--- src/uoe_pkg.sv ---
// Constants shared by the OTG event register block and its helpers.
// Assumes a 25 MHz single clock and a byte-addressed register port.
package uoe_pkg;

   // Register byte offsets
   localparam logic [11:0] OFS_ID_COMP  = 12'h004;
   localparam logic [11:0] OFS_REV      = 12'h008;
   localparam logic [11:0] OFS_INFO     = 12'h00c;
   localparam logic [11:0] OFS_EVT_STAT = 12'h010;
   localparam logic [11:0] OFS_EVT_EN   = 12'h014;
   localparam logic [11:0] OFS_LEVELS   = 12'h020;

   // Event flag positions, shared by status and enable
   localparam int BIT_ID   = 7;
   localparam int BIT_MS   = 6;
   localparam int BIT_LINE = 5;
   localparam int BIT_BSV  = 3;
   localparam int BIT_BSE  = 2;
   localparam int BIT_AVV  = 0;
   localparam logic [7:0] EVT_MASK = 8'hed;
   localparam logic [7:0] EVT_RST  = 8'h00;
   localparam logic [7:0] EN_RST   = 8'h00;

   // Additional info fields
   localparam int INFO_IRQ_LSB = 3;
   localparam int INFO_HOST    = 0;

   // Level register fields
   localparam int LVL_ID       = 0;
   localparam int LVL_LINE_LSB = 1;
   localparam int LVL_ABDEV    = 3;

   // Timing
   localparam int CLK_NS    = 40;
   localparam int MS_NS     = 1000000;
   localparam int MS_CYCLES = (MS_NS + CLK_NS - 1) / CLK_NS;

endpackage : uoe_pkg

--- src/uoe_evt_if.sv ---
// Carrier for event pulses and levels between the helpers and the core.
// All signals are synchronous to the single block clock.
`timescale 1ns/1ps
`default_nettype none
interface uoe_evt_if;
   logic       id_change;
   logic       bsv_change;
   logic       bse_change;
   logic       avv_change;
   logic       id_level;
   logic       line_change;
   logic [1:0] line_stable;

   modport det  (output id_change, output bsv_change, output bse_change,
                 output avv_change, output id_level);
   modport dbn  (output line_change, output line_stable);
   modport core (input id_change, input bsv_change, input bse_change,
                 input avv_change, input id_level, input line_change,
                 input line_stable);
endinterface : uoe_evt_if
`default_nettype wire

--- src/uoe_otg_events.sv ---
// OTG event register block: identity words, sticky event flags, enables.
// Assumes a single-cycle register port with read data one cycle later.
`timescale 1ns/1ps
`default_nettype none
module uoe_otg_events #(
   parameter logic [7:0] CONFIG_COMP = 8'h5a,  // Arbitrary identity value
   parameter logic [7:0] REVISION    = 8'h11,  // Arbitrary identity value
   parameter logic [4:0] IRQ_NUMBER  = 5'h00,
   parameter logic       HOST_CAP    = 1'b1,
   parameter int         MS_CYCLES   = uoe_pkg::MS_CYCLES
) (
   input  wire logic        clock,
   input  wire logic        resetn,
   input  wire logic [11:0] reg_addr,
   input  wire logic [31:0] reg_wdata,
   input  wire logic        reg_wr,
   input  wire logic        reg_rd,
   output logic      [31:0] reg_rdata,
   input  wire logic        cable_id_in,
   input  wire logic        line_se0,
   input  wire logic        line_j,
   input  wire logic        b_sess_valid_in,
   input  wire logic        b_sess_end_in,
   input  wire logic        a_vbus_valid_in,
   output logic             irq_q,
   output logic             cable_id_level_q
);
   uoe_evt_if evt ();

   logic [31:0] ms_cnt_q;
   logic        ms_tick_q;
   logic [7:0]  status_q;
   logic [7:0]  status_d;
   logic [7:0]  enable_q;
   logic [7:0]  enable_d;
   logic [31:0] rdata_q;
   logic [7:0]  set_w;
   logic [7:0]  clr_w;
   logic [31:0] rd_mux_w;
   logic        wr_stat_w;
   logic        wr_en_w;

   function automatic logic hit(input logic [11:0] a, input logic [11:0] ofs);
      hit = (a == ofs);
   endfunction : hit

   uoe_edge_detect u_edge (
      .clock           (clock),
      .resetn          (resetn),
      .cable_id_in     (cable_id_in),
      .b_sess_valid_in (b_sess_valid_in),
      .b_sess_end_in   (b_sess_end_in),
      .a_vbus_valid_in (a_vbus_valid_in),
      .evt             (evt)
   );

   uoe_line_debounce #(
      .STABLE_CYCLES (MS_CYCLES)
   ) u_line (
      .clock    (clock),
      .resetn   (resetn),
      .line_se0 (line_se0),
      .line_j   (line_j),
      .evt      (evt)
   );

   // Free-running millisecond divider
   always_ff @(posedge clock or negedge resetn) begin
      if (!resetn) begin
         ms_cnt_q  <= 32'h0;
         ms_tick_q <= 1'b0;
      end else begin
         ms_tick_q <= (ms_cnt_q == 32'(MS_CYCLES - 1));
         ms_cnt_q  <= (ms_cnt_q == 32'(MS_CYCLES - 1)) ? 32'h0 : ms_cnt_q + 32'h1;
      end
   end

   assign set_w[uoe_pkg::BIT_ID]   = evt.id_change;
   assign set_w[uoe_pkg::BIT_MS]   = ms_tick_q;
   assign set_w[uoe_pkg::BIT_LINE] = evt.line_change;
   assign set_w[4]                 = 1'b0;
   assign set_w[uoe_pkg::BIT_BSV]  = evt.bsv_change;
   assign set_w[uoe_pkg::BIT_BSE]  = evt.bse_change;
   assign set_w[1]                 = 1'b0;
   assign set_w[uoe_pkg::BIT_AVV]  = evt.avv_change;

   assign wr_stat_w = reg_wr & hit(reg_addr, uoe_pkg::OFS_EVT_STAT);
   assign wr_en_w   = reg_wr & hit(reg_addr, uoe_pkg::OFS_EVT_EN);
   assign clr_w     = wr_stat_w ? reg_wdata[7:0] : 8'h00;

   // Set wins over a simultaneous write-one clear
   assign status_d = ((status_q & ~clr_w) | set_w) & uoe_pkg::EVT_MASK;
   assign enable_d = wr_en_w ? (reg_wdata[7:0] & uoe_pkg::EVT_MASK) : enable_q;

   // Revision, id and info words ignore writes entirely
   always_comb begin
      rd_mux_w = 32'h0;
      if (hit(reg_addr, uoe_pkg::OFS_ID_COMP)) begin
         rd_mux_w[7:0] = CONFIG_COMP;
      end else if (hit(reg_addr, uoe_pkg::OFS_REV)) begin
         rd_mux_w[7:0] = REVISION;
      end else if (hit(reg_addr, uoe_pkg::OFS_INFO)) begin
         rd_mux_w[uoe_pkg::INFO_IRQ_LSB +: 5] = IRQ_NUMBER;
         rd_mux_w[uoe_pkg::INFO_HOST]         = HOST_CAP;
      end else if (hit(reg_addr, uoe_pkg::OFS_EVT_STAT)) begin
         rd_mux_w[7:0] = status_q;
      end else if (hit(reg_addr, uoe_pkg::OFS_EVT_EN)) begin
         rd_mux_w[7:0] = enable_q;
      end else if (hit(reg_addr, uoe_pkg::OFS_LEVELS)) begin
         rd_mux_w[uoe_pkg::LVL_ID]            = evt.id_level;
         rd_mux_w[uoe_pkg::LVL_LINE_LSB +: 2] = evt.line_stable;
         rd_mux_w[uoe_pkg::LVL_ABDEV]         = ~evt.id_level;
      end
   end

   always_ff @(posedge clock or negedge resetn) begin
      if (!resetn) begin
         status_q         <= uoe_pkg::EVT_RST;
         enable_q         <= uoe_pkg::EN_RST;
         rdata_q          <= 32'h0;
         irq_q            <= 1'b0;
         cable_id_level_q <= 1'b1;
      end else begin
         status_q         <= status_d;
         enable_q         <= enable_d;
         rdata_q          <= reg_rd ? rd_mux_w : 32'h0;
         irq_q            <= |(status_q & enable_q);
         cable_id_level_q <= evt.id_level;
      end
   end

   assign reg_rdata = rdata_q;
endmodule : uoe_otg_events
`default_nettype wire

--- src/uoe_edge_detect.sv ---
// Change detectors for the cable ID and the supply comparators.
// Inputs are taken as synchronous; first cycle after reset only primes.
`timescale 1ns/1ps
`default_nettype none
module uoe_edge_detect (
   input  wire logic clock,
   input  wire logic resetn,
   input  wire logic cable_id_in,
   input  wire logic b_sess_valid_in,
   input  wire logic b_sess_end_in,
   input  wire logic a_vbus_valid_in,
   uoe_evt_if.det    evt
);
   logic [3:0] prev_q;
   logic       primed_q;
   logic [3:0] now_w;
   logic [3:0] diff_w;
   logic       a_dev_w;

   assign now_w   = {cable_id_in, b_sess_valid_in, b_sess_end_in, a_vbus_valid_in};
   assign diff_w  = primed_q ? (now_w ^ prev_q) : 4'h0;
   // Zero on the ID pin means an A plug, so this end is the A device
   assign a_dev_w = ~prev_q[3];

   always_ff @(posedge clock or negedge resetn) begin
      if (!resetn) begin
         prev_q   <= 4'hf;
         primed_q <= 1'b0;
      end else begin
         prev_q   <= now_w;
         primed_q <= 1'b1;
      end
   end

   assign evt.id_change  = diff_w[3];
   assign evt.bsv_change = diff_w[2];
   assign evt.bse_change = diff_w[1] & ~a_dev_w;
   assign evt.avv_change = diff_w[0] & a_dev_w;
   assign evt.id_level   = prev_q[3];
endmodule : uoe_edge_detect
`default_nettype wire

--- src/uoe_line_debounce.sv ---
// Debounces the {SE0, J} line indication over a stable window.
// A change pulse is issued only when the new stable value differs.
`timescale 1ns/1ps
`default_nettype none
module uoe_line_debounce #(
   parameter int STABLE_CYCLES = uoe_pkg::MS_CYCLES
) (
   input  wire logic clock,
   input  wire logic resetn,
   input  wire logic line_se0,
   input  wire logic line_j,
   uoe_evt_if.dbn    evt
);
   logic [31:0] cnt_q;
   logic [1:0]  seen_q;
   logic [1:0]  stable_q;
   logic        chg_q;
   logic [1:0]  now_w;
   logic        done_w;

   assign now_w  = {line_se0, line_j};
   assign done_w = (cnt_q == 32'(STABLE_CYCLES - 1));

   always_ff @(posedge clock or negedge resetn) begin
      if (!resetn) begin
         cnt_q    <= 32'h0;
         seen_q   <= 2'h0;
         stable_q <= 2'h0;
         chg_q    <= 1'b0;
      end else begin
         seen_q <= now_w;
         chg_q  <= 1'b0;
         if (now_w != seen_q) begin
            cnt_q <= 32'h0;
         end else if (!done_w) begin
            cnt_q <= cnt_q + 32'h1;
         end else begin
            stable_q <= seen_q;
            chg_q    <= (seen_q != stable_q);
         end
      end
   end

   assign evt.line_change = chg_q;
   assign evt.line_stable = stable_q;
endmodule : uoe_line_debounce
`default_nettype wire

--- config.mk ---
export PLATFORM = sky130hd
export DESIGN_NAME = uoe_otg_events
export DESIGN_NICKNAME = d
export VERILOG_FILES = /design/src/uoe_pkg.sv /design/src/uoe_evt_if.sv /design/src/uoe_otg_events.sv /design/src/uoe_edge_detect.sv /design/src/uoe_line_debounce.sv
export SDC_FILE = /design/constraint.sdc
export NUM_CORES = 1
export LEC_CHECK = 0
export BUFFER_PORTS_ARGS = -buffer_cell sky130_fd_sc_hd__buf_2
export CAP_MARGIN = 5
export CORE_AREA = 2 2 136 112
export DETAILED_ROUTE_END_ITERATION = 12
export DIE_AREA = 0 0 138 114
export GPL_TIMING_DRIVEN = 0
export HOLD_SLACK_MARGIN = 0.02
export PLACE_DENSITY = 0.65
export SYNTH_ARGS = -nofsm -noshare
export SYNTH_HDL_FRONTEND = slang
export SYNTH_HIERARCHICAL = 1
export SYNTH_SLANG_ARGS = --single-unit
export TNS_END_PERCENT = 50
--- constraint.sdc ---
create_clock -name clock -period 6.7 [get_ports clock]
set_clock_uncertainty 0.05 [all_clocks]
set_input_delay 0.67 -clock clock [delete_from_list [all_inputs] [get_ports clock]]
set_output_delay 0.67 -clock clock [all_outputs]
set_load 0.01 [all_outputs]
## Word level (Yosys, flattened, before mapping)

Index checks and enable logic that the tools add are counted.

- Output and inout port bits: 34
- Memories kept: 0
- Input bits: 54
- ROM bits: 0
- Latch bits: 0
- Logic and storage cells: 56
- Register bits after elaboration: 97
- Bits in writable memories: 0

- $add $sub $neg: 2
- Shift-type cells: 0
- Equal/unequal tests: 11
- Div/mod/pow operators: 0
- Multiplexer cells: 17
- Reduce and logical (&&, ||, !) cells: 2
- Multipliers: 0
- Magnitude comparators: 0
- Bitwise gates (word level): 11

Operators by type and width:

| cell | number |
|---|---|
| $mux 32 | 3 |
| $add 32x1->32 const B | 2 |
| $eq 32x15->1 const B | 2 |
| $mux 8 | 5 |
| $eq 12x4->1 const B | 2 |
| $eq 12x5->1 const B | 2 |
| $and 8x8->8 | 2 |
| $mux 4 | 4 |
| $eq 12x3->1 const B | 1 |
| $eq 12x6->1 const B | 1 |
| $not 8->8 | 1 |
| $or 8x8->8 | 1 |
| $reduce_or 8->1 | 1 |
| $mux 5 | 1 |
| $and 1x1->1 | 4 |
| $ne 2x2->1 | 2 |
| $xor 4x4->4 | 1 |
| $mux 1 | 3 |
| $mux 2 | 1 |
| $ne 2x2->1 const B | 1 |
| $not 1->1 | 2 |
| $reduce_and 2->1 | 1 |

## Depth between registers and ports, before layout

- Depth after elaboration: 8
- Gate-level depth with buffers: 6
- Depth with buffers taken out: 5

## Modules after synthesis

Netlist, hierarchy kept.

By module, submodules not included:

| module | sequential area each (µm²) | area an instance (µm²) | cells each | instances |
|---|---|---|---|---|
| uoe_otg_events | 1,377.6 | 2,750.1 | 258 | 1 |
| uoe_line_debounce | 925.9 | 1,998.2 | 209 | 1 |
| uoe_edge_detect | 130.1 | 195.2 | 14 | 1 |

## Least setup slack after synthesis

Ideal clock, no wire load.

- Path kind: reg2reg
- Start: register u_line.cnt_q[23]
- End: register u_line.stable_q[0], in the netlist u_line/evt.line_stable[0]
- Setup time: 0.128 ns
- Data required time: 6.522 ns
- Period minus slack after synthesis: 2.217 ns
- Path buffers: 0
- Stages on the path, launching flop included: 5
- Arrival time: 2.039 ns
- Slack: 4.483 ns
- Cells stage by stage: dfrtp_1 or4_4 or4_4 nor3_4 mux2_1

- Word-level cells in the longest chain between the ends: 2

Ends and longest elaborated chain:

| element | line | source |
|---|---|---|
| start: declaration | uoe_line_debounce.sv:14 | `logic [31:0] cnt_q;` |
| start signal: assignment | uoe_line_debounce.sv:36 | `cnt_q <= cnt_q + 32'h1;` |
| $eq 32x15->1 | uoe_line_debounce.sv:22 | `assign done_w = (cnt_q == 32'(STABLE_CYCLES - 1));` |
| $reduce_and 2->1 (no source line) | -- |  |
| end signal: assignment | uoe_line_debounce.sv:38 | `stable_q <= seen_q;` |
| end: declaration | uoe_line_debounce.sv:16 | `logic [1:0] stable_q;` |

No other way between the ends.
A chain may end at the register's enable or synchronous reset.

## Worst setup path after layout

- Start: register u_line.cnt_q[0]
- End: register u_line.cnt_q[24]

- Word-level cells in the longest chain between the ends: 3
- Elaborated cells on any way between the ends: 5
- Those cells by class: 1 x add/sub; 2 x eq/ne; 2 x mux

Ends and longest elaborated chain:

| element | line | source |
|---|---|---|
| $add 32x1->32 | uoe_line_debounce.sv:36 |  |
| $mux 32 | uoe_line_debounce.sv:35 | `end else if (!done_w) begin` |
| $mux 32 | uoe_line_debounce.sv:33 | `if (now_w != seen_q) begin` |

Parallel ways exist; a longest one is shown, timed or not. The select of a mux whose other input is x is not followed.

==> out/summary.txt <==
outcome = finished, final reports clean
First DRT Iteration DRCs = 282
startpoint types = flip-flop
clock slew at reported path FFs = 0.07 ns
# resized after CTS = 0
Avg WL per Cell = 13.70 um
Core Box Area = 0.01451 mm2
Die ar. = 0.01573 mm2
worst hold path class = input port to asynchronous set/reset pin
top cell type by total area after synthesis = dfrtp_1
Initial Utilization = 34.06%
Pint = 956.3 uW
layout cells sized above 1 = 19.21%
Max Fclk = 418.8 MHz
TritonCTS clock tree = built
Seq pwr share = 48.5%
number of post-CTS setup repair buffers = 0
synth unique cells = 53
pin count of the biggest net entering global routing = 65
vias in the first global route = 3396
Clock Power Share = 45.7%
post-synthesis average cell area = 10.28 um2
I/O pins = 88
DP HPWL = 7338 um
Psw = 269.0 uW
drt drc = 0
Ant. Diodes = 0
H-tree Lvls = 3
nets = 608
Slew HR = 38.63%
Tcrit/Tclk final = 35.64%
detail-routed via count per cell = 5.071
commonest non-fill, non-tap cells in the layout = 92 x dfrtp_1, 40 x buf_2, 34 x xnor2_1
drt pass-1 iters = 4
Worst Setup End Kind = flip-flop
FF/Latch Area = 0.002434 mm2
CTS root buffer = clkbuf_16
switching share of total power = 21.95%
num rows = 40
asr flop ratio synth = 100.0%
top post-synthesis cells by area = dfrtp_1 47%, xnor2_1 6.0%, buf_4 3.6%
total power = 1225 uW
Die Ht = 114 um
Syn. warnings = 6
GP Congestion = 0.8290
Arr. time, crit path = 2.61 ns
routed vias = 3783
Leak = 0.002499 uW
register area share after synthesis = 49.23%
CTS sink cnt = 97
count of non-filler cells in the finished layout = 746
fin. max-slew vios = 0
IR drop worst, VDD = 240.5 uV
Fillers = 1409
commonest non-fill, non-tap cell in the layout = dfrtp_1
first-pass GRT wire length = 16800 um
Synth Cell Area = 0.004943 mm2
Most used DFF post-synth = dfrtp_1
Setup TNS = 0 ns
Post-CTS Hold Fix Bufs = 0
Yosys top cell area share = 46.57%
total CTS buffers = 9
Die X = 138 um
measured slew at the worst slew-check pin = 0.9135 ns
critical path peak fanout = 10
PortBufs = 36
RSZ-0062 raised after global routing = false
Total GRT Usage = 13.11%
Post-synth EDFFs = 0
total gr overflow = 0
Max-Cap Viols = 0
combinational share of power = 5.7%
power per cell area = 211.1 mW/mm2
initial antenna violation count = 0
Multi-input gate area = 0.002297 mm2
Final ANT Viol Nets = 0
Yosys reg bits = 97
critical path class = flip-flop to flip-flop
endpoints failing hold = 0
Final setup violation count = 0
Final Critical Period = 2.388 ns
placed cells = 730
post-synthesis cell count = 481
clock buffer depth = 2
Data required, critical path = 6.92 ns
Clk Latency, worst-skew pair = 0.35 ns
Routed WL = 10220 um
P&R area growth vs syn = 17.41%
[power by group through the flow]
stage                     registers [uW]  logic [uW]  clock network [uW]
final                                595        70.1                 561
after CTS                            594        70.9                 577
after global routing                 595        78.9                 601
after global placement               605        67.4                   0
after floorplan                      605        39.9                   0
after detailed placement             605        70.7                   0
[cell families (layout without fill, tap and decap cells)]
family	count (synthesis)	in the layout	synth area share (%)
mux	12	12	3.088
buf+inv	54	107	6.049
flops	97	97	49.23
fa+ha+maj	2	2	0.5061
xor+xnor	47	47	8.327
other cells	2	25	0.1519
compound gates	66	66	8.124
simple gates	201	201	24.53
[routing by layer]
metal / vias up / global-route usage, % / wire length, um
li1: 1850 / - / -
met1: 1844 / 18.22 / 4951
met2: 80 / 19.87 / 4657
met3: 9 / 3.820 / 487
met4: 0 / 4.082 / 121
met5: - / 0 / 0
[critical path, stage by stage, from the launching register on]
cell and delay (ns):
dfrtp_1 0.42, ha_1 0.29, nand2_1 0.13, or4_4 0.57, buf_2 0.22, or4_1 0.47
a21oi_1 0.15
[sequential cells by signal (all words and copies together) (netlist names)]
signal,cells
ms_tick_q,1
cable_id_level_q,1
irq_q,1
u_line/evt.line_change,1
u_line/seen_q,2
u_line/cnt_q,32
ms_cnt_q,32
u_line/evt.line_stable,2
u_edge/prev_q,4
reg_rdata,8
status_q,6
enable_q,6
u_edge/primed_q,1
[final cells by class]
type,instances,share of cell area [%]
Buffer,39,4.182
Clock inverter,6,1.531
Inverter,15,0.9700
Sequential cell,97,41.93
Clock buffer,10,4.117
Timing Repair Buffer,37,3.621
Multi-Input combinational cell,353,39.58
Tap cell,189,4.074
[through the flow]
stage / util [%] / setup WS [ns] / hold slack [ns] / instance area, um2
6_report: 39.99 / 4.312 / 0.2323 / 5804
3_3_place_gp: 37.53 / 3.915 / 0.3543 / 5446
2_1_floorplan: - / 4.483 / 0.3244 / 5030
4_1_cts: 39.99 / 4.337 / 0.2449 / 5804
3_5_place_dp: 37.73 / 4.357 / 0.3569 / 5477
5_1_grt: 39.99 / 4.216 / 0.2595 / 5804
[worst paths after layout]
check,to,slack (ns),start,cells after the start
max reg2reg,u_line/cnt_q[24],4.31,u_line/cnt_q[0],6
max,u_line/cnt_q[24],4.31,u_line/cnt_q[0],6
min,u_line/cnt_q[19],0.23,resetn,1
max in group asynchronous,cable_id_level_q,5.66,resetn,2
min in group clock,cable_id_level_q,0.37,u_edge/prev_q[3],0
min reg2reg,cable_id_level_q,0.37,u_edge/prev_q[3],0
[synth_stat cells, types with 11 or more instances]
cell,number
a21oi_1,26
and3_1,12
buf_4,24
dfrtp_1,92
inv_1,14
nand2_1,19
nand3_1,32
nand4_1,20
nor2_1,31
nor3_1,15
nor4_1,11
o31ai_1,11
or4_1,13
xnor2_1,34
xor2_1,13
Power figures use the tool's default switching activity.
